[src/arf_pkg.sv]
/*
 * Constants, field layout and types of the result and filter register block.
 * Assumes a 32-bit Avalon-MM slave port with byte addresses and one word per register.
 */
// How it works
// - Each converter trigger raises the conversion count by one, and at 0xFF it stays put.
// - In filter, burst average and average modes the threshold check waits for the count.
// - In accumulate, average and burst average modes the filter output is the accumulator shifted right.
// - In low-pass filter mode the filter output is the low-pass filter value.
// - Left format puts result bits 9..2 in the high byte and bits 1..0 in low bits 7..6.
// - Right format puts result bits 9..8 in high byte bits 1..0, upper six bits reserved.
// - Right format puts result bits 7..0 in the low byte.
// - With the source select set, the previous value takes the filter output at conversion start.
// - With the source select clear, the previous value takes the result at conversion start.
// - With the source select clear, the previous value keeps the result's justification.
// - The accumulator is a signed 16-bit value with the sign in its top bit.
`default_nettype none

package arf_pkg;
    localparam int ADDR_W = 6;
    localparam logic [5:0] OFS_CTRL = 6'h00;
    localparam logic [5:0] OFS_CNT = 6'h04;
    localparam logic [5:0] OFS_FILT_HI = 6'h08;
    localparam logic [5:0] OFS_FILT_LO = 6'h0C;
    localparam logic [5:0] OFS_RES_HI = 6'h10;
    localparam logic [5:0] OFS_RES_LO = 6'h14;
    localparam logic [5:0] OFS_PREV_HI = 6'h18;
    localparam logic [5:0] OFS_PREV_LO = 6'h1C;

    // control word: byte 0 holds format, source and mode, byte 1 the shift
    localparam int CTRL_FMT_BIT = 0;
    localparam int CTRL_PSIS_BIT = 1;
    localparam int CTRL_MODE_LSB = 4;
    localparam int CTRL_MODE_MSB = 6;
    localparam int CTRL_SHIFT_LSB = 8;
    localparam int CTRL_SHIFT_MSB = 10;

    localparam logic [7:0] CNT_MAX = 8'hFF;
    localparam logic [7:0] CNT_RESET = 8'h00;
    localparam logic [7:0] BYTE_RESET = 8'h00;
    localparam logic [15:0] WORD16_RESET = 16'h0000;
    localparam logic [31:0] RDATA_UNMAPPED = 32'h0000_0000;
    localparam logic [2:0] SHIFT_RESET = 3'h0;

    typedef enum logic [2:0] {
        ARF_MODE_BASIC = 3'b000,
        ARF_MODE_ACCUM = 3'b001,
        ARF_MODE_AVG = 3'b010,
        ARF_MODE_BURST = 3'b011,
        ARF_MODE_LPF = 3'b100
    } arf_mode_t;

    typedef enum logic {
        ARF_BUS_IDLE = 1'b0,
        ARF_BUS_ANSWER = 1'b1
    } arf_bus_t;
endpackage : arf_pkg

`default_nettype wire

[src/arf_fmt.sv]
/*
 * Justifies a 10-bit conversion result into a high and a low byte.
 * Assumes the caller registers the bytes; purely combinational.
 */
`timescale 1ns/100ps
`default_nettype none

module arf_fmt (
    input wire logic [9:0] value,
    input wire logic right_just,
    output logic [7:0] hi,
    output logic [7:0] lo
);
    always_comb begin
        if (right_just) begin
            hi = {6'h00, value[9:8]};
            lo = value[7:0];
        end else begin
            hi = value[9:2];
            lo = {value[1:0], 6'h00};
        end
    end
endmodule : arf_fmt

`default_nettype wire

[src/arf_regs.sv]
/*
 * Result-side registers of the converter: trigger counter, filter output,
 * justified result and previous value, reached over Avalon-MM.
 * Assumes the converter core gives one-cycle start and done pulses on clock.
 */
// Our own choices: the Avalon-MM interface to the registers and the placing of the registers.
`timescale 1ns/100ps
`default_nettype none

module arf_regs (
    input wire logic clock,
    input wire logic sys_rst,
    input wire logic [arf_pkg::ADDR_W-1:0] avs_address,
    input wire logic avs_read,
    input wire logic avs_write,
    input wire logic [31:0] avs_writedata,
    input wire logic [3:0] avs_byteenable,
    output logic [31:0] avs_readdata,
    output logic avs_waitrequest,
    input wire logic conv_start,
    input wire logic conv_done,
    input wire logic [9:0] conv_value,
    input wire logic [15:0] sum_accumulator,
    input wire logic [15:0] lpf_value,
    input wire logic [7:0] repeat_threshold,
    output logic threshold_check,
    output logic [15:0] filter_output,
    output logic result_format_bit,
    output logic [2:0] compute_mode
);
    import arf_pkg::*;

    typedef struct packed {
        arf_bus_t bus;
        logic waitreq;
        logic [31:0] rdata;
        logic fmt;
        logic psis;
        arf_mode_t mode;
        logic [2:0] shift;
        logic [7:0] cnt;
        logic [15:0] filt;
        logic [7:0] res_hi;
        logic [7:0] res_lo;
        logic [7:0] prev_hi;
        logic [7:0] prev_lo;
        logic chk;
    } arf_state_t;

    arf_state_t s_q;
    arf_state_t s_d;
    logic [7:0] fmt_hi;
    logic [7:0] fmt_lo;
    logic [15:0] shifted;
    logic do_write;

    // modes whose threshold check is paced by the count
    function automatic logic paced_mode(input arf_mode_t m);
        paced_mode = (m == ARF_MODE_LPF) || (m == ARF_MODE_BURST) || (m == ARF_MODE_AVG);
    endfunction : paced_mode

    function automatic logic hit(input logic [ADDR_W-1:0] a, input logic [5:0] ofs);
        hit = (a == ofs);
    endfunction : hit

    arf_fmt u_fmt (
        .value(conv_value),
        .right_just(s_q.fmt),
        .hi(fmt_hi),
        .lo(fmt_lo)
    );

    // arithmetic shift keeps the sign of the accumulator
    assign shifted = 16'($signed(sum_accumulator) >>> s_q.shift);
    assign do_write = (s_q.bus == ARF_BUS_ANSWER) && avs_write;

    always_comb begin
        s_d = s_q;
        s_d.chk = 1'b0;

        // bus: one cycle of wait, then one cycle of answer
        case (s_q.bus)
            ARF_BUS_IDLE: begin
                if (avs_read || avs_write) begin
                    s_d.bus = ARF_BUS_ANSWER;
                    s_d.waitreq = 1'b0;
                    s_d.rdata = RDATA_UNMAPPED;
                    if (hit(avs_address, OFS_CTRL)) begin
                        s_d.rdata[CTRL_FMT_BIT] = s_q.fmt;
                        s_d.rdata[CTRL_PSIS_BIT] = s_q.psis;
                        s_d.rdata[CTRL_MODE_MSB:CTRL_MODE_LSB] = s_q.mode;
                        s_d.rdata[CTRL_SHIFT_MSB:CTRL_SHIFT_LSB] = s_q.shift;
                    end else if (hit(avs_address, OFS_CNT)) begin
                        s_d.rdata[7:0] = s_q.cnt;
                    end else if (hit(avs_address, OFS_FILT_HI)) begin
                        s_d.rdata[7:0] = s_q.filt[15:8];
                    end else if (hit(avs_address, OFS_FILT_LO)) begin
                        s_d.rdata[7:0] = s_q.filt[7:0];
                    end else if (hit(avs_address, OFS_RES_HI)) begin
                        s_d.rdata[7:0] = s_q.res_hi;
                    end else if (hit(avs_address, OFS_RES_LO)) begin
                        s_d.rdata[7:0] = s_q.res_lo;
                    end else if (hit(avs_address, OFS_PREV_HI)) begin
                        s_d.rdata[7:0] = s_q.prev_hi;
                    end else if (hit(avs_address, OFS_PREV_LO)) begin
                        s_d.rdata[7:0] = s_q.prev_lo;
                    end
                end
            end
            ARF_BUS_ANSWER: begin
                s_d.bus = ARF_BUS_IDLE;
                s_d.waitreq = 1'b1;
            end
            default: begin
                s_d.bus = ARF_BUS_IDLE;
                s_d.waitreq = 1'b1;
            end
        endcase

        // software writes land at the answer edge; filter and previous
        // value have no write path at all
        if (do_write && avs_byteenable[0]) begin
            if (hit(avs_address, OFS_CTRL)) begin
                s_d.fmt = avs_writedata[CTRL_FMT_BIT];
                s_d.psis = avs_writedata[CTRL_PSIS_BIT];
                s_d.mode = arf_mode_t'(avs_writedata[CTRL_MODE_MSB:CTRL_MODE_LSB]);
            end else if (hit(avs_address, OFS_CNT)) begin
                s_d.cnt = avs_writedata[7:0];
            end else if (hit(avs_address, OFS_RES_HI)) begin
                s_d.res_hi = avs_writedata[7:0];
            end else if (hit(avs_address, OFS_RES_LO)) begin
                s_d.res_lo = avs_writedata[7:0];
            end
        end
        if (do_write && avs_byteenable[1] && hit(avs_address, OFS_CTRL)) begin
            s_d.shift = avs_writedata[CTRL_SHIFT_MSB:CTRL_SHIFT_LSB];
        end

        // hardware events override a software write in the same cycle
        if (conv_start) begin
            if (s_q.cnt != CNT_MAX) begin
                s_d.cnt = 8'(s_q.cnt + 8'h01);
            end else begin
                s_d.cnt = CNT_MAX;
            end
            if (s_q.psis) begin
                s_d.prev_hi = s_q.filt[15:8];
                s_d.prev_lo = s_q.filt[7:0];
            end else begin
                // result bytes already carry the chosen justification
                s_d.prev_hi = s_q.res_hi;
                s_d.prev_lo = s_q.res_lo;
            end
        end

        if (conv_done) begin
            s_d.res_hi = fmt_hi;
            s_d.res_lo = fmt_lo;
            // other modes check on every conversion
            if (paced_mode(s_q.mode)) begin
                s_d.chk = (s_q.cnt >= repeat_threshold);
            end else begin
                s_d.chk = 1'b1;
            end
        end

        if (s_q.mode == ARF_MODE_LPF) begin
            s_d.filt = lpf_value;
        end else begin
            s_d.filt = shifted;
        end
    end

    always_ff @(posedge clock) begin
        if (sys_rst) begin
            s_q.bus <= ARF_BUS_IDLE;
            s_q.waitreq <= 1'b1;
            s_q.rdata <= RDATA_UNMAPPED;
            s_q.fmt <= 1'b0;
            s_q.psis <= 1'b0;
            s_q.mode <= ARF_MODE_BASIC;
            s_q.shift <= SHIFT_RESET;
            s_q.cnt <= CNT_RESET;
            s_q.filt <= WORD16_RESET;
            s_q.res_hi <= BYTE_RESET;
            s_q.res_lo <= BYTE_RESET;
            s_q.prev_hi <= BYTE_RESET;
            s_q.prev_lo <= BYTE_RESET;
            s_q.chk <= 1'b0;
        end else begin
            s_q <= s_d;
        end
    end

    assign avs_readdata = s_q.rdata;
    assign avs_waitrequest = s_q.waitreq;
    assign threshold_check = s_q.chk;
    assign filter_output = s_q.filt;
    assign result_format_bit = s_q.fmt;
    assign compute_mode = s_q.mode;
endmodule : arf_regs

`default_nettype wire

[config.mk]
export PLATFORM = sky130hd
export DESIGN_NAME = arf_regs
export DESIGN_NICKNAME = d
export VERILOG_FILES = /design/src/arf_pkg.sv /design/src/arf_fmt.sv /design/src/arf_regs.sv
export SDC_FILE = /design/constraint.sdc
export NUM_CORES = 1
export LEC_CHECK = 0
export BUFFER_PORTS_ARGS = -buffer_cell sky130_fd_sc_hd__buf_2
export CORE_ASPECT_RATIO = 0.6
export CORE_UTILIZATION = 50
export CTS_CLUSTER_SIZE = 12
export DETAILED_ROUTE_END_ITERATION = 10
export GPL_TIMING_DRIVEN = 0
export PLACE_DENSITY = 0.88
export SYNTH_ARGS = -nofsm -noshare
export SYNTH_HDL_FRONTEND = slang
export SYNTH_HIERARCHICAL = 1
export SYNTH_SLANG_ARGS = --single-unit
[constraint.sdc]
create_clock -name clock -period 2.3 [get_ports clock]
set_clock_uncertainty 0.2 [all_clocks]
set_input_delay 0.115 -clock clock [delete_from_list [all_inputs] [get_ports clock]]
set_output_delay 0.115 -clock clock [all_outputs]
set_load 0.005 [all_outputs]
## Word level (Yosys, flattened, before mapping)

Cells that the tools add are included.
W data, S select, Z words.

- Register bits after elaboration: 78
- Bits in latches: 0
- RAM bits: 0
- Bits in read-only memories: 0
- Input port bits: 98
- Output and inout port bits: 54
- Logic and storage cells: 85
- Memories: 0

- Add/sub/neg operators: 1
- Multipliers: 0
- Div/mod/pow operators: 0
- Magnitude comparators: 1
- Equality and inequality tests: 16
- Shift operators: 1
- Multiplexer cells: 31
- Bitwise logic cells: 2
- Reduce and logical (&&, ||, !) cells: 19

Operators by type and width:

| operator | number |
|---|---|
| $mux W8 | 17 |
| $mux W16 | 6 |
| $mux W34 | 1 |
| $eq A6 B5 Y1 const B | 4 |
| $sshr A16 B3 Y16 | 1 |
| $eq A6 B4 Y1 const B | 2 |
| $ne A2 B2 Y1 const B | 5 |
| $reduce_bool A2 Y1 | 5 |
| $add A8 B1 Y8 const B | 1 |
| $ge A8 B8 Y1 | 1 |
| $ne A8 B8 Y1 const B | 1 |
| $eq A3 B2 Y1 const B | 2 |
| $eq A6 B3 Y1 const B | 1 |
| $logic_not A6 Y1 | 1 |
| $mux W3 | 2 |
| $reduce_and A5 Y1 | 1 |
| $logic_and A1 B1 Y1 | 4 |
| $mux W2 | 2 |
| $pmux W2 S2 | 1 |
| $reduce_and A2 Y1 | 2 |
| $reduce_and A4 Y1 | 1 |
| $eq A3 B3 Y1 const B | 1 |
| $logic_or A1 B1 Y1 | 3 |
| $reduce_and A3 Y1 | 1 |
| 3 further kinds | 5 |

## Depth between registers and ports, before layout

- Depth after elaboration: 11
- Mapped depth: 8
- Depth with buffers taken out: 7

## Hierarchy

Netlist, hierarchy kept.

Modules (own cells, without submodules):

| module | instances | cells each | area each (µm²) | seq. area each (µm²) |
|---|---|---|---|---|
| arf_regs | 1 | 572 | 5012.3 | 1561.5 |
| arf_fmt | 1 | 18 | 157.7 | 0.0 |

## Worst setup path after synthesis

No wires, ideal clock.

- Path kind: register to register
- From: register s_q[57] in the netlist's numbering
- To: register s_q, in the netlist filter_output[0]
- Library setup time: 0.132 ns
- Arrival time: 1.736 ns
- Data required time: 1.968 ns
- Path slack: 0.232 ns
- Stages on the path, launching flop included: 8
- Path buffers: 2
- Period minus slack after synthesis: 2.068 ns
- Cell sequence: dfxtp_1 -> clkbuf_1 -> buf_2 -> mux2_2 -> mux2i_1 -> nor2_1 -> a211oi_1 -> nor3_1

- Word-level cells in the longest chain between the ends: 2

Ends and longest elaborated chain:

| what | RTL line | RTL |
|---|---|---|
| from (decl) | arf_regs.sv:50 | `arf_state_t s_q;` |
| $sshr A16 B3 Y16 | arf_regs.sv:74 | `assign shifted = 16'($signed(sum_accumulator) >>> s_q.shift);` |
| $mux W16 | arf_regs.sv:167 | `if (s_q.mode == ARF_MODE_LPF) begin` |

No other way between the ends.
A chain may end at the register's enable or synchronous reset.

## Final worst setup path

- From: input avs_address[4] in the netlist's numbering
- To: register s_q[23] in the netlist's numbering

- Word-level cells in the longest chain between the ends: 3
- Elaborated cells between the ends (all ways): 9
- Those cells by class: eq/ne: 6; reduce/logical: 3

Ends and longest elaborated chain:

| what | RTL line | RTL |
|---|---|---|
| from (decl) | arf_regs.sv:13 | `input wire logic [arf_pkg::ADDR_W-1:0] avs_address,` |
| $eq A6 B5 Y1 (tied with other cells) | arf_regs.sv:63 | `hit = (a == ofs);` |
| $ne A2 B2 Y1 (no line) / $reduce_bool A2 Y1 (equally long branches) | n/a |  |
| $reduce_and A5 Y1 (no line) * | n/a |  |

Mark *: on every way between the ends. The rest lies on a longest branch, timed or not.

==> results.toml <==
[flow_run]
maxCapViolCount = 0

[cells_and_area]
drive_gt1_share_pct = 31.73
fillCellCount = 822
postLayoutCellArea_sq_um = 6628
layout_commonest_cell = "buf_2"
num-nets-final = 871
syn_to_final_growth_pct = 28.19
final_cell_mix = "108 x buf_2, 84 x nor2_1, 76 x dfxtp_1"
final_cells = 904
utilization_pct = 66.61
num_antenna_cells = 0

[sta]
worst_slew_pin_slew_ns = 0.7171
min_period_ns = 2.217
fmax_ghz = 0.4511
rsz0062_at_grt = "false"
setup_ws_ns = 0.08328
finalSetupViolations = 0
fin_hold_ws_ns = 0.01527
slew_headroom_pct = 52.20
fin_tns_setup_ns = 0
slew_violations = 0
period_share_pct = 96.38
hold_viol_final = 0

[place]
placed_area_sq_um = 5929
dp_slack_ns = -0.2553
port_buffers = 103
dpl.cell_count = 848
dp_hpwl_mm = 12.42
gp_congestion = 0.9543

[clocking]
clkTransAtPathRegs_ns = 0.06
clk_latency_ns = 0.34
cts_num_sinks = 78
cts-root-buf = "clkbuf_16"
numCtsBuffers = 9
post_cts_buffers = 0
clock_tree.buffer_depth = 2
cts_tree = "done"
ctsHtreeMaxLevel = 3

[global_route]
grt_max_degree = 14
grt_overflow = 0
grt_use_total_pct = 31.32
grt_pass1_vias = 4817
grt_pass1_wl_mm = 25.56
antenna_found_initial = 1

[status]
run_status = "finished clean"

[worst_setup_path]
crit_path_max_fanout = 10
cp.arrival_ns = 2.21
cp_data_required_time_ns = 2.30
ff2ff_path_depth = 5
crit_path_end_kind = "flop"
worstSetupPathType = "in -> reg"
start_kind = "primary input"

[floorplanning]
die_width_um = 133.3
start_util_pct = 51.96
die_y_um = 80.77
ioPinCount = 152
rows = 28
coreArea_sq_um = 9950
dieArea_sq_um = 10760

[route]
vias = 5147
drtAntennaViolNets = 0
avgRoutedWirePerCell_um = 18.54
remaining_drc_errors = 0
wirelength_mm = 16.76
drt-initial-drc-count = 609
vias_per_cell = 5.694
firstDrtPassIters = 5

[hold_path]
worst_hold_path_type = "in -> reg"
holdPathStages = 3

[pwr]
power.density_nw_per_um2 = 513.8
leakagePower_nw = 3.030
irDropWorstVdd_uv = 460.6
power_mw = 3.405

[synth]
synth.top_cell.area_share_pct = 30.20
syn-cell-area_sq_um = 5170
synthCells = 590
synth-edff-count = 0
synthTopCellsByArea = "dfxtp_1 30%, mux2i_1 12%, buf_4 7.4%, mux2_2 6.3%, nor2_1 6.1%"
synth_top_cell_by_area = "dfxtp_1"
netlist-cell-type-count = 51
synth.avg_cell_area_sq_um = 8.763
seq_area_frac_synth_pct = 30.20
ys_warn_count = 6
yosys_most_used_dff = "dfxtp_1"
synth-async-reset-ratio_pct = 0
yosys_register_bits = 78
[worst paths after layout]
path	startpoint	endpoint	slack, ns
setup reg to reg	s_q[98]	s_q[23]	0.14
hold reg to reg	avs_waitrequest	avs_waitrequest	0.26
setup / recovery	avs_address[4]	s_q[23]	0.08
hold / removal	sum_accumulator[15]	filter_output[12]	0.02
[report_power, final]
part           switching (mW)  total (mW)  leakage (nW)  internal [mW]
logic                   0.309       0.622          2.25          0.314
clock network           0.555        1.31         0.142          0.755
registers              0.0613        1.47         0.642           1.41
[layout make-up]
type | count | area [sq um] | area share (%)
clock inverters | 6 | 37.54 | 0.5664
plain buffers | 95 | 600.6 | 9.062
well taps | 135 | 168.9 | 2.549
inverters | 15 | 56.30 | 0.8495
multi-input cells | 421 | 3035 | 45.80
flip-flops and latches | 78 | 1564 | 23.60
repair buffers | 144 | 925.9 | 13.97
clock buffers | 10 | 239.0 | 3.606
[critical path, stage by stage]
cell and delay (ns):
buf_2 0.10, clkbuf_1 0.40, inv_1 0.26, nor4b_4 0.67
mux2_2 0.42, mux2i_1 0.19, nor2_1 0.06
[cells by family after synthesis]
logic type | Yosys count | share of synthesized area (%)
AO/OA/AOI/OAI | 103 | 13.26
buffers and inverters | 111 | 12.63
AND/OR/NAND/NOR | 177 | 16.17
multiplexers | 111 | 25.48
other | 1 | 0.07253
flip-flops | 78 | 30.20
adder cells (fa/ha/maj) | 9 | 2.178
[flip-flops by register name, indices dropped and copies added (netlist names)]
signal,flops
avs_readdata,11
avs_waitrequest,1
compute_mode,3
filter_output,16
result_format_bit,1
s_q,45
threshold_check,1
[cell usage after synthesis, types with 6 or more instances]
master / n
nor2_1: 84
dfxtp_1: 78
mux2i_1: 60
buf_4: 51
clkbuf_1: 31
nand2_1: 30
mux2_2: 29
a211oi_1: 27
o21ai_0: 23
a21oi_1: 20
inv_1: 15
mux2_4: 14
nor3_1: 13
nor2b_1: 10
ha_1: 9
mux4_2: 8
nand3_1: 8
and2_1: 7
buf_2: 6
nand2b_1: 6
[per-layer routing]
| metal | wire (um) | track usage [%] |
|---|---|---|
| met2 | 7321 | 50.52 |
| met1 | 7122 | 42.47 |
| met4 | 284 | 6.818 |
| met5 | 10 | 0 |
| met3 | 2023 | 7.928 |
[what timing repair did]
item / in CTS / in global routing
gates resized for setup: 0 / 11
hold buffers: 41 / 0
pin swaps: 0 / 1
hold endpoints to repair: 38 / 0
endpoints found under the setup margin: 7 / 18
(Power assumes the default switching activity.)
